### src/include/pcs_pkg.sv
// package for the configuration command/status register bank
// Operation
// - command bit 0 writable, reset 0; when 0 no I/O space response
// - command bit 1 writable, reset 0; when 0 memory space ignored
// - command bit 2 enables initiator; read-only zero without initiator
// - command bits 3,4,5,7,9 and 15:11 read as zero
// - command bit 6 writable, reset 0; gates parity error response
// - command bit 8 writable, reset 0; when 0 system-error driver disabled
// - command bit 10 writable, reset 0; when set interrupt never asserted
// - status bit 3 mirrors the current interrupt output state
// - status bit 4 reads constant one, capability list present
// - status bit 5 is build parameter: 1 fast, 0 normal speed
// - status bits 2:0,6,7 zero; bits 10:9 read binary 10
// - status bit 8 set on initiator parity error report; write one clears
// - status bit 11 set on signalled target abort; write one clears
// - status bit 12 set on received target abort; write one clears
// - status bit 13 set on master abort; write one clears
// - status bit 14 set when system error asserted; write one clears
// - status bit 15 set on any parity error regardless of bit 6
// - identification, class, subsystem, latency, grant fields from parameters
package pcs_pkg;
   // ------------------------------------------------------------
   // offsets and field positions
   // ------------------------------------------------------------
   localparam logic [7:0] PCS_OFF_ID      = 8'h00;
   localparam logic [7:0] PCS_OFF_CMDSTAT = 8'h04;
   localparam logic [7:0] PCS_OFF_CLASS   = 8'h08;
   localparam logic [7:0] PCS_OFF_SUBSYS  = 8'h2c;
   localparam logic [7:0] PCS_OFF_INTR    = 8'h3c;
   localparam int CMD_IO     = 0;
   localparam int CMD_MEM    = 1;
   localparam int CMD_MASTER = 2;
   localparam int CMD_PERR   = 6;
   localparam int CMD_SERR   = 8;
   localparam int CMD_INTDIS = 10;
   localparam int ST_INT     = 3;
   localparam int ST_CAP     = 4;
   localparam int ST_FAST    = 5;
   localparam int ST_DPERR   = 8;
   localparam int ST_STA     = 11;
   localparam int ST_RTA     = 12;
   localparam int ST_RMA     = 13;
   localparam int ST_SSE     = 14;
   localparam int ST_DPE     = 15;
   localparam logic [1:0]  PCS_DEVSEL_SLOW = 2'h2;
   localparam logic [15:0] PCS_CMD_RESET   = 16'h0000;
   localparam logic [15:0] PCS_CMD_WMASK   = 16'h0547;
   localparam logic [15:0] PCS_ST_W1C_MASK = 16'hf900;
   localparam logic [15:0] PCS_ST_RESET    = 16'h0000;
   localparam logic [7:0]  PCS_INT_PIN     = 8'h01;

   // ------------------------------------------------------------
   // carriers
   // ------------------------------------------------------------
   typedef struct packed {
      logic        wr;
      logic        rd;
      logic [7:0]  addr;
      logic [3:0]  be;
      logic [31:0] wdata;
   } pcs_cfg_req_t;

   typedef struct packed {
      logic perr_seen;
      logic tabort_sig;
      logic tabort_rcv;
      logic mabort;
      logic serr_sig;
      logic parity_err;
   } pcs_evt_t;

   typedef struct packed {
      logic io_en;
      logic mem_en;
      logic master_en;
      logic perr_resp;
      logic serr_en;
      logic int_dis;
   } pcs_ctl_t;
endpackage : pcs_pkg

### src/logic/pcs_w1c_flag.sv
// one write-one-to-clear status flag
`timescale 1ns/1ps
module pcs_w1c_flag #(
   parameter bit PRESENT = 1'b1
) (
   input  wire logic clk_sys_in,
   input  wire logic srst_in,
   input  wire logic set_in,
   input  wire logic clr_in,
   output logic      flag_out
);
   always_ff @(posedge clk_sys_in) begin
      if (srst_in || !PRESENT) begin
         flag_out <= 1'b0;
      end else if (set_in) begin
         flag_out <= 1'b1;
      end else if (clr_in) begin
         flag_out <= 1'b0;
      end
   end
endmodule : pcs_w1c_flag

### src/logic/pcs_cmd_status.sv
// configuration header command/status register bank
`timescale 1ns/1ps
module pcs_cmd_status
   import pcs_pkg::*;
#(
   parameter bit          HAS_MASTER             = 1'b1,
   parameter bit          fast_bus_capable_param = 1'b0,
   parameter logic [15:0] VENDOR_ID_P            = 16'h1234, // arbitrary value
   parameter logic [15:0] DEVICE_ID_P            = 16'h0001, // arbitrary value
   parameter logic [7:0]  REVISION_ID_P          = 8'h00,    // arbitrary value
   parameter logic [23:0] CLASS_CODE_P           = 24'h118000,
   parameter logic [15:0] SUBSYS_ID_P            = 16'h0000, // arbitrary value
   parameter logic [15:0] SUBSYS_VENDOR_ID_P     = 16'h0000, // arbitrary value
   parameter logic [7:0]  MAX_LAT_P              = 8'h00,
   parameter logic [7:0]  MIN_GNT_P              = 8'h00
) (
   input  wire logic         clk_sys_in,
   input  wire logic         srst_in,
   input  wire pcs_cfg_req_t cfg_req_in,
   input  wire pcs_evt_t     evt_in,
   input  wire logic         int_req_in,
   input  wire logic         serr_req_in,
   input  wire logic         perr_req_in,
   output logic [31:0]       cfg_rdata_out,
   output logic              cfg_rvalid_out,
   output pcs_ctl_t          ctl_out,
   output logic              int_active_out,
   output logic              serr_oe_out,
   output logic              perr_oe_out
);
   // ------------------------------------------------------------
   // command register
   // ------------------------------------------------------------
   logic [15:0] cmd;
   logic        hit_cs;
   logic [15:0] cmd_wmask;
   logic [15:0] next_cmd;

   assign hit_cs    = cfg_req_in.wr && (cfg_req_in.addr == PCS_OFF_CMDSTAT);
   assign cmd_wmask = HAS_MASTER ? PCS_CMD_WMASK
                                 : (PCS_CMD_WMASK & ~(16'h0001 << CMD_MASTER));

   always_comb begin
      next_cmd = cmd;
      if (cfg_req_in.be[0]) begin
         next_cmd[7:0] = cfg_req_in.wdata[7:0];
      end
      if (cfg_req_in.be[1]) begin
         next_cmd[15:8] = cfg_req_in.wdata[15:8];
      end
      next_cmd = next_cmd & cmd_wmask;
   end

   always_ff @(posedge clk_sys_in) begin
      if (srst_in) begin
         cmd <= PCS_CMD_RESET;
      end else if (hit_cs) begin
         cmd <= next_cmd;
      end
   end

   // ------------------------------------------------------------
   // status flags
   // ------------------------------------------------------------
   logic [15:0] clr_req;
   logic [15:0] flags;
   logic [5:0]  flag_set;
   logic [5:0]  flag_q;
   logic [5:0]  flag_clr;

   assign clr_req  = (hit_cs && cfg_req_in.be[3]) ? {cfg_req_in.wdata[31:24], 8'h00}
                                                  : 16'h0000;
   assign flag_set = {evt_in.parity_err, evt_in.serr_sig, evt_in.mabort,
                      evt_in.tabort_rcv, evt_in.tabort_sig, evt_in.perr_seen};
   assign flag_clr = {clr_req[ST_DPE], clr_req[ST_SSE], clr_req[ST_RMA],
                      clr_req[ST_RTA], clr_req[ST_STA], clr_req[ST_DPERR]};

   pcs_w1c_flag #(.PRESENT(HAS_MASTER)) u_dperr (
      .clk_sys_in (clk_sys_in),
      .srst_in    (srst_in),
      .set_in     (flag_set[0]),
      .clr_in     (flag_clr[0]),
      .flag_out   (flag_q[0])
   );
   pcs_w1c_flag #(.PRESENT(1'b1)) u_sta (
      .clk_sys_in (clk_sys_in),
      .srst_in    (srst_in),
      .set_in     (flag_set[1]),
      .clr_in     (flag_clr[1]),
      .flag_out   (flag_q[1])
   );
   pcs_w1c_flag #(.PRESENT(HAS_MASTER)) u_rta (
      .clk_sys_in (clk_sys_in),
      .srst_in    (srst_in),
      .set_in     (flag_set[2]),
      .clr_in     (flag_clr[2]),
      .flag_out   (flag_q[2])
   );
   pcs_w1c_flag #(.PRESENT(HAS_MASTER)) u_rma (
      .clk_sys_in (clk_sys_in),
      .srst_in    (srst_in),
      .set_in     (flag_set[3]),
      .clr_in     (flag_clr[3]),
      .flag_out   (flag_q[3])
   );
   pcs_w1c_flag #(.PRESENT(1'b1)) u_sse (
      .clk_sys_in (clk_sys_in),
      .srst_in    (srst_in),
      .set_in     (flag_set[4]),
      .clr_in     (flag_clr[4]),
      .flag_out   (flag_q[4])
   );
   pcs_w1c_flag #(.PRESENT(1'b1)) u_dpe (
      .clk_sys_in (clk_sys_in),
      .srst_in    (srst_in),
      .set_in     (flag_set[5]),
      .clr_in     (flag_clr[5]),
      .flag_out   (flag_q[5])
   );

   // ------------------------------------------------------------
   // gated outputs
   // ------------------------------------------------------------
   always_ff @(posedge clk_sys_in) begin
      if (srst_in) begin
         int_active_out <= 1'b0;
         serr_oe_out    <= 1'b0;
         perr_oe_out    <= 1'b0;
         ctl_out        <= '0;
      end else begin
         int_active_out <= int_req_in && !cmd[CMD_INTDIS];
         serr_oe_out    <= serr_req_in && cmd[CMD_SERR] && cmd[CMD_PERR];
         perr_oe_out    <= perr_req_in && cmd[CMD_PERR];
         ctl_out.io_en     <= cmd[CMD_IO];
         ctl_out.mem_en    <= cmd[CMD_MEM];
         ctl_out.master_en <= cmd[CMD_MASTER];
         ctl_out.perr_resp <= cmd[CMD_PERR];
         ctl_out.serr_en   <= cmd[CMD_SERR];
         ctl_out.int_dis   <= cmd[CMD_INTDIS];
      end
   end

   // ------------------------------------------------------------
   // status word assembly
   // ------------------------------------------------------------
   logic [15:0] status;

   always_comb begin
      status              = PCS_ST_RESET;
      status[ST_INT]      = int_active_out;
      status[ST_CAP]      = 1'b1;
      status[ST_FAST]     = fast_bus_capable_param;
      status[10:9]        = PCS_DEVSEL_SLOW;
      status[ST_DPERR]    = flag_q[0];
      status[ST_STA]      = flag_q[1];
      status[ST_RTA]      = flag_q[2];
      status[ST_RMA]      = flag_q[3];
      status[ST_SSE]      = flag_q[4];
      status[ST_DPE]      = flag_q[5];
   end

   // ------------------------------------------------------------
   // read path
   // ------------------------------------------------------------
   logic [31:0] next_rdata;

   always_comb begin
      case (cfg_req_in.addr)
         PCS_OFF_ID:      next_rdata = {DEVICE_ID_P, VENDOR_ID_P};
         PCS_OFF_CMDSTAT: next_rdata = {status, cmd};
         PCS_OFF_CLASS:   next_rdata = {CLASS_CODE_P, REVISION_ID_P};
         PCS_OFF_SUBSYS:  next_rdata = {SUBSYS_ID_P, SUBSYS_VENDOR_ID_P};
         PCS_OFF_INTR:    next_rdata = {MAX_LAT_P, MIN_GNT_P, PCS_INT_PIN, 8'h00};
         default:         next_rdata = 32'h0000_0000;
      endcase
   end

   always_ff @(posedge clk_sys_in) begin
      if (srst_in) begin
         cfg_rdata_out  <= 32'h0000_0000;
         cfg_rvalid_out <= 1'b0;
      end else begin
         cfg_rvalid_out <= cfg_req_in.rd;
         if (cfg_req_in.rd) begin
            cfg_rdata_out <= next_rdata;
         end
      end
   end
endmodule : pcs_cmd_status

### config.mk
export PLATFORM = sky130hd
export DESIGN_NAME = pcs_cmd_status
export DESIGN_NICKNAME = d
export VERILOG_FILES = /design/src/include/pcs_pkg.sv /design/src/logic/pcs_w1c_flag.sv /design/src/logic/pcs_cmd_status.sv
export SDC_FILE = /design/constraint.sdc
export NUM_CORES = 1
export LEC_CHECK = 0
export BUFFER_PORTS_ARGS = -buffer_cell sky130_fd_sc_hd__buf_2
export CAP_MARGIN = 20
export CORE_ASPECT_RATIO = 0.8
export CORE_UTILIZATION = 48
export CTS_BUF_LIST = sky130_fd_sc_hd__clkbuf_4 sky130_fd_sc_hd__clkbuf_8
export CTS_CLUSTER_DIAMETER = 80
export DETAILED_ROUTE_END_ITERATION = 10
export PLACE_DENSITY = 0.87
export SYNTH_ARGS = -nofsm -noshare
export SYNTH_HDL_FRONTEND = slang
export SYNTH_HIERARCHICAL = 1
export SYNTH_SLANG_ARGS = --single-unit
### constraint.sdc
create_clock -name clk_sys_in -period 1.8 [get_ports clk_sys_in]
set_input_delay 0.09 -clock clk_sys_in [delete_from_list [all_inputs] [get_ports clk_sys_in]]
set_output_delay 0.09 -clock clk_sys_in [all_outputs]
set_load 0.02 [all_outputs]
# Word-level counts from Yosys, hierarchy flattened
# Cells that the tools add are included.
# word_totals
output_inout_bits,42
regBits,54
# op_classes
n_mux,14
reduce_logical,16
n_eq_ne,3
# op_table
op,n
32-bit case mux with 4 select lines,1
16-bit two-way mux,1
1-bit two-way mux,12
2-bit nonzero test,6
8-bit by 3-bit == test with 1-bit output (second input constant),1
8-bit by 4-bit == test with 1-bit output (second input constant),1
8-bit by 6-bit == test with 1-bit output (second input constant),1
8-bit zero test,1
1-bit logical AND,6
2-bit AND reduction,2
1-bit zero test,1

# Depth between registers and ports, before layout
# depth
ltp_word,6
ltp_mapped,6

# By module
# Netlist, hierarchy kept.
# modules_own_cells
module,seq_area_each_um2,n_inst,cells_per_inst,area_each_um2
pcs_cmd_status,640.6,1,143,1418.9
pcs_w1c_flag,20.0,6,4,38.8

# Worst setup path after synthesis
# No wires, ideal clock.
# synth_timing
path_kind,in2reg
start,input cfg_req_in[41] (netlist name)
end,register u_dpe.flag_out
setup_ns,0.113
cell_stages,6
t_arrival_ns,1.121
path_slack_ns,0.565
n_path_buf,1
required_time_ns,1.687
cell_sequence,nor4b_4 and2_1 buf_4 and4_1 nand2b_1 a21oi_2
# synth_between
elab_chain_len,5
# synth_rtl
element,line_no,source
start: declaration,pcs_cmd_status.sv:19,"input wire pcs_cfg_req_t cfg_req_in,"
8-bit by 3-bit == test with 1-bit output,pcs_cmd_status.sv:39,assign hit_cs = cfg_req_in.wr && (cfg_req_in.addr == PCS_OFF_CMDSTAT);
1-bit logical AND,pcs_cmd_status.sv:39,
1-bit logical AND,pcs_cmd_status.sv:71,"assign clr_req = (hit_cs && cfg_req_in.be[3]) ? {cfg_req_in.wdata[31:24], 8'h00}"
16-bit two-way mux,pcs_cmd_status.sv:71,
named net clr_req[15],pcs_cmd_status.sv:65,logic [15:0] clr_req;
2-bit nonzero test (no line),n/a,
end signal: assignment,pcs_w1c_flag.sv:14,flag_out <= 1'b0;
end signal: assignment,pcs_w1c_flag.sv:16,flag_out <= 1'b1;
end signal: assignment,pcs_w1c_flag.sv:18,flag_out <= 1'b0;
end: declaration,pcs_w1c_flag.sv:10,output logic flag_out
# The timed path passes the listed nets, and every way through them passes these cells.
# A chain may end at the register's enable or synchronous reset.

# Worst setup path in the final report
# layout_timing
start,input cfg_req_in[37] (netlist name)
end,register u_dperr.flag_out
# layout_between
elab_chain_len,5
# layout_rtl
element,line_no
8-bit by 3-bit == test with 1-bit output,pcs_cmd_status.sv:39
1-bit logical AND,pcs_cmd_status.sv:39
1-bit logical AND,pcs_cmd_status.sv:71
16-bit two-way mux,pcs_cmd_status.sv:71
named net clr_req[8],pcs_cmd_status.sv:65
2-bit nonzero test (no line),n/a
end signal: assignment,pcs_w1c_flag.sv:14
end signal: assignment,pcs_w1c_flag.sv:16
end signal: assignment,pcs_w1c_flag.sv:18
end: declaration,pcs_w1c_flag.sv:10
# The timed path passes the listed nets, and every way through them passes these cells.

==> run summary <==
The flow ran to the end, and the final reports show no timing, DRC or antenna violations. The post-synthesis sequential area ratio is a little under half. The share of flip-flops with an asynchronous set or reset after synthesis came out at 0%. Before antenna repair, the detailed router went through 4 iterations. The total inserted antenna cells is 0. The relative slew slack came out at between 50% and 60%. The post-detailed-routing wire length is about 3300 µm. The synthesized design spends more area on one cell type than any other, namely dfxtp_1. The count of final max-slew check failures came out at 0.

The register bit count reported by yosys is 38. The number of remaining DRC errors is 0. The initial cell density of the core came out at a little over half. For this run the aggregate overflow at the end of global routing stands at 0. The reg-to-reg setup timing slack came out at ~870 ps. The floorplan step defined a die boundary enclosing between 3000 and 4000 µm². The fraction of the cycle the final worst path needs came out at between 60% and 70%. Counting I/O delays and the setup requirement, the final critical path takes around 1200 ps. The peak fanout along the critical path is 10.

The number of cells on the worst reg-to-reg path came out at 3. The finished cells cover around 2000 µm². The slew at the pin closest to its max-slew limit came out at roughly 700 ps. The initial antenna violation count is 0.

The required time of the worst setup path is 1960 ps. After detailed routing, the number of vias per cell comes to about 5.0. The Yosys step of the flow raised 6 warnings.

After synthesis, the largest area contributor takes up a little under half of total cell area. The global-route wire length before repair came out at 5168 µm. Cells fill between 60% and 70% of the core in the end.

The register with the most flip-flops in the final layout is cfg_rdata_out. Setup repair after global routing left no endpoint under its margin. The congestion estimate from routability-driven global placement came to a little under 0.8. OpenSTA, run right after detailed placement, puts the worst setup slack at ~280 ps.

Across all hold checks on the routed design, the worst slack comes to ~30 ps. The total power divided by cell area came out at around 800 nW/µm². The H-tree depth came out at 2. The worst register-to-register path ends at cfg_rdata_out[8]. A synthesized cell averages 9.890 µm². The maximum operating frequency came out at 819.3 MHz. After layout, the design draws a total of roughly 1.6 mW. The worst setup skew after layout is ~6 ps. Relative to the synthesized area, the layout overhead comes to 23.18%. The number of vias after detailed routing is ~1.3k. The area of the core is roughly 3200 µm². The post-layout net count is about 290. The clock edge transition at the registers on the reported setup and hold paths came out at roughly 70 ps. Max-cap violations in this run came to 0. The floorplan die width came out at between 60 and 70 µm.

Pin placement for this block handled 99 I/O pins. The y dimension of the die came out at roughly 54 µm. For hold timing, the worst endpoint is u_rta/flag_out. The endpoint arrival time on the critical path is 1380 ps. The most used flip-flop cell after synthesis is dfxtp_1. In the final layout, the registers with the most flip-flops are cfg_rdata_out x16, cmd x6, ctl_out x6.

STA classifies the critical path startpoint as a primary input. The leakage power of the design came out at slightly below 1 nW. The number of gates resized after CTS was 0.

The clock net sink count came out at 38. The startpoint identified for the worst hold timing path is evt_in[3]. The number of enable flip-flop cells after synthesis is 0. Along the worst hold path, the cell count comes to 3. The flip-flop count of the largest register after layout is 16.

The number of buffers inserted for hold repair after clock tree synthesis came out at 1. The count of unique library cells instantiated by Yosys came out at 29. Once detail routing completed, the nets flagged for antenna violations numbered 0.

The final cell count without fillers is 270. The number of buffers inserted to repair setup after CTS is 0. The longest clock path from root to sink contains 2 buffers. In the final layout, the multi-input gates occupy roughly 740 µm². The number of instances in the synthesized netlist came out at approximately 170.

The global router's overall resource usage is 19.91%. The count of input and output buffers came out at between 60 and 70. For the worst-skew pair, the clock arrives at the later sink with an insertion delay of approximately 300 ps. TritonCTS built the clock tree.

The type of the most critical hold path is in2reg. The setup slack of the critical path after layout is approximately 580 ps. The instance area at placement is slightly below 2000 µm². After floorplanning, the core was divided into 18 placement rows. STA classifies the critical path endpoint as a register. Summed over all failing endpoints, the final setup total negative slack is 0 ps. The cell sitting at the root of the clock tree is a clkbuf_8. The wire-length estimate of the detail-placed layout is around 2400 µm. The critical path in this run is classified as in2reg. The number of failing setup endpoints in the final timing report is 0. In this run, placement finished with an instance count of 261. The number of hold violations in the final report was 0.

The CTS buffer count is 5. The layout filler cell count is ~270. The detailed router's first-iteration violation count came out at 60. The flip-flop and latch area is between 700 and 800 µm². The wire length per cell came out at ~12 µm. Entering global routing, the biggest net connects 37 pins. The mapped cell area came out at about 1700 µm². The peak supply drop is 0.4285 mV. Sorting the synthesized cells by area gives the leading types as dfxtp_1, buf_4, nand2b_1. The worst register-to-register path begins at cmd[8]. The number of global-route vias before repair is ~1.1k.

The fraction of layout instances using a drive strength above 1 is a little over two fifths.
[cell usage in the layout, fill, tap and decap left out, drive strengths merged]
| cell type | instances |
|---|---|
| a21oi | 18 |
| a31o | 4 |
| and2 | 2 |
| and3 | 2 |
| and4 | 8 |
| buf | 68 |
| clkbuf | 7 |
| clkinv | 1 |
| conb | 11 |
| dfxtp | 38 |
| dlygate4sd3 | 1 |
| inv | 8 |
| mux2 | 6 |
| nand2 | 1 |
| nand2b | 19 |
| nand3 | 1 |
| nand4 | 7 |
| nor2 | 1 |
| nor2b | 15 |
| nor3b | 5 |
| nor4 | 1 |
| nor4b | 2 |
| o2111ai | 2 |
| o32ai | 2 |
[layer usage]
layer	global-route usage (%)	routed length, µm	vias up
li1	-	-	676
met1	27.03	1576	601
met2	29.04	1453	52
met3	5.417	239	8
met4	9.574	42	0
met5	0	0	-
[power breakdown]
group | switching [mW] | internal [mW]
Sequential | 0.00819 | 0.853
Combinational | 0.0860 | 0.0554
Clock | 0.297 | 0.324
[worst max-delay path by stage]
| stage | start | endpoint | slack (ps) | depth (start not counted) |
|---|---|---|---|---|
| detailed placement | cfg_req_in[41] | u_dperr/flag_out | 280 | 6 |
| global route | cfg_req_in[37] | u_dpe/flag_out | 450 | 6 |
| floorplan | cfg_req_in[41] | u_dpe/flag_out | 570 | 6 |
| finish | cfg_req_in[37] | u_dperr/flag_out | 580 | 6 |
| CTS | cfg_req_in[41] | u_dperr/flag_out | 590 | 6 |
| global placement | cfg_req_in[37] | u_dpe/flag_out | 290 | 6 |
[final cells by class]
type                            count  share of cell area [%]
Clock buffer                        7                   4.428
Clock inverter                      1                  0.2460
Inverter                            8                   1.476
Multi-Input combinational cell    107                   36.53
Sequential cell                    38                   37.39
Tap cell                           40                   2.460
Timing Repair Buffer               69                   17.47
[kinds of logic (layout without fill, tap and decap cells)]
logic type | count (synthesis) | in the layout | synth area share [%]
other | 1 | 11 | 0.2271
muxes | 6 | 6 | 4.091
AOI/OAI and AO/OA | 26 | 26 | 11.06
buffers and inverters | 32 | 85 | 11.21
DFF | 38 | 38 | 46.06
and+or+nand+nor | 64 | 64 | 27.35
[critical path, stage by stage]
cell and delay [ps]:
buf_2 100, nor4_2 390, and2_1 380, and4_1 220, nand2b_1 130, a21oi_2 60
[synthesized netlist by cell type (2+ instances only)]
| cell | count |
|---|---|
| a21oi_1 | 12 |
| a21oi_2 | 6 |
| a31o_2 | 4 |
| and2_1 | 2 |
| and4_1 | 6 |
| buf_4 | 17 |
| clkbuf_1 | 5 |
| dfxtp_1 | 38 |
| inv_1 | 8 |
| mux2_2 | 6 |
| nand2b_1 | 19 |
| nand4_1 | 7 |
| nor2b_1 | 15 |
| nor3b_1 | 5 |
| o2111ai_1 | 2 |
| o32ai_1 | 2 |
(Power assumes the default switching activity.)
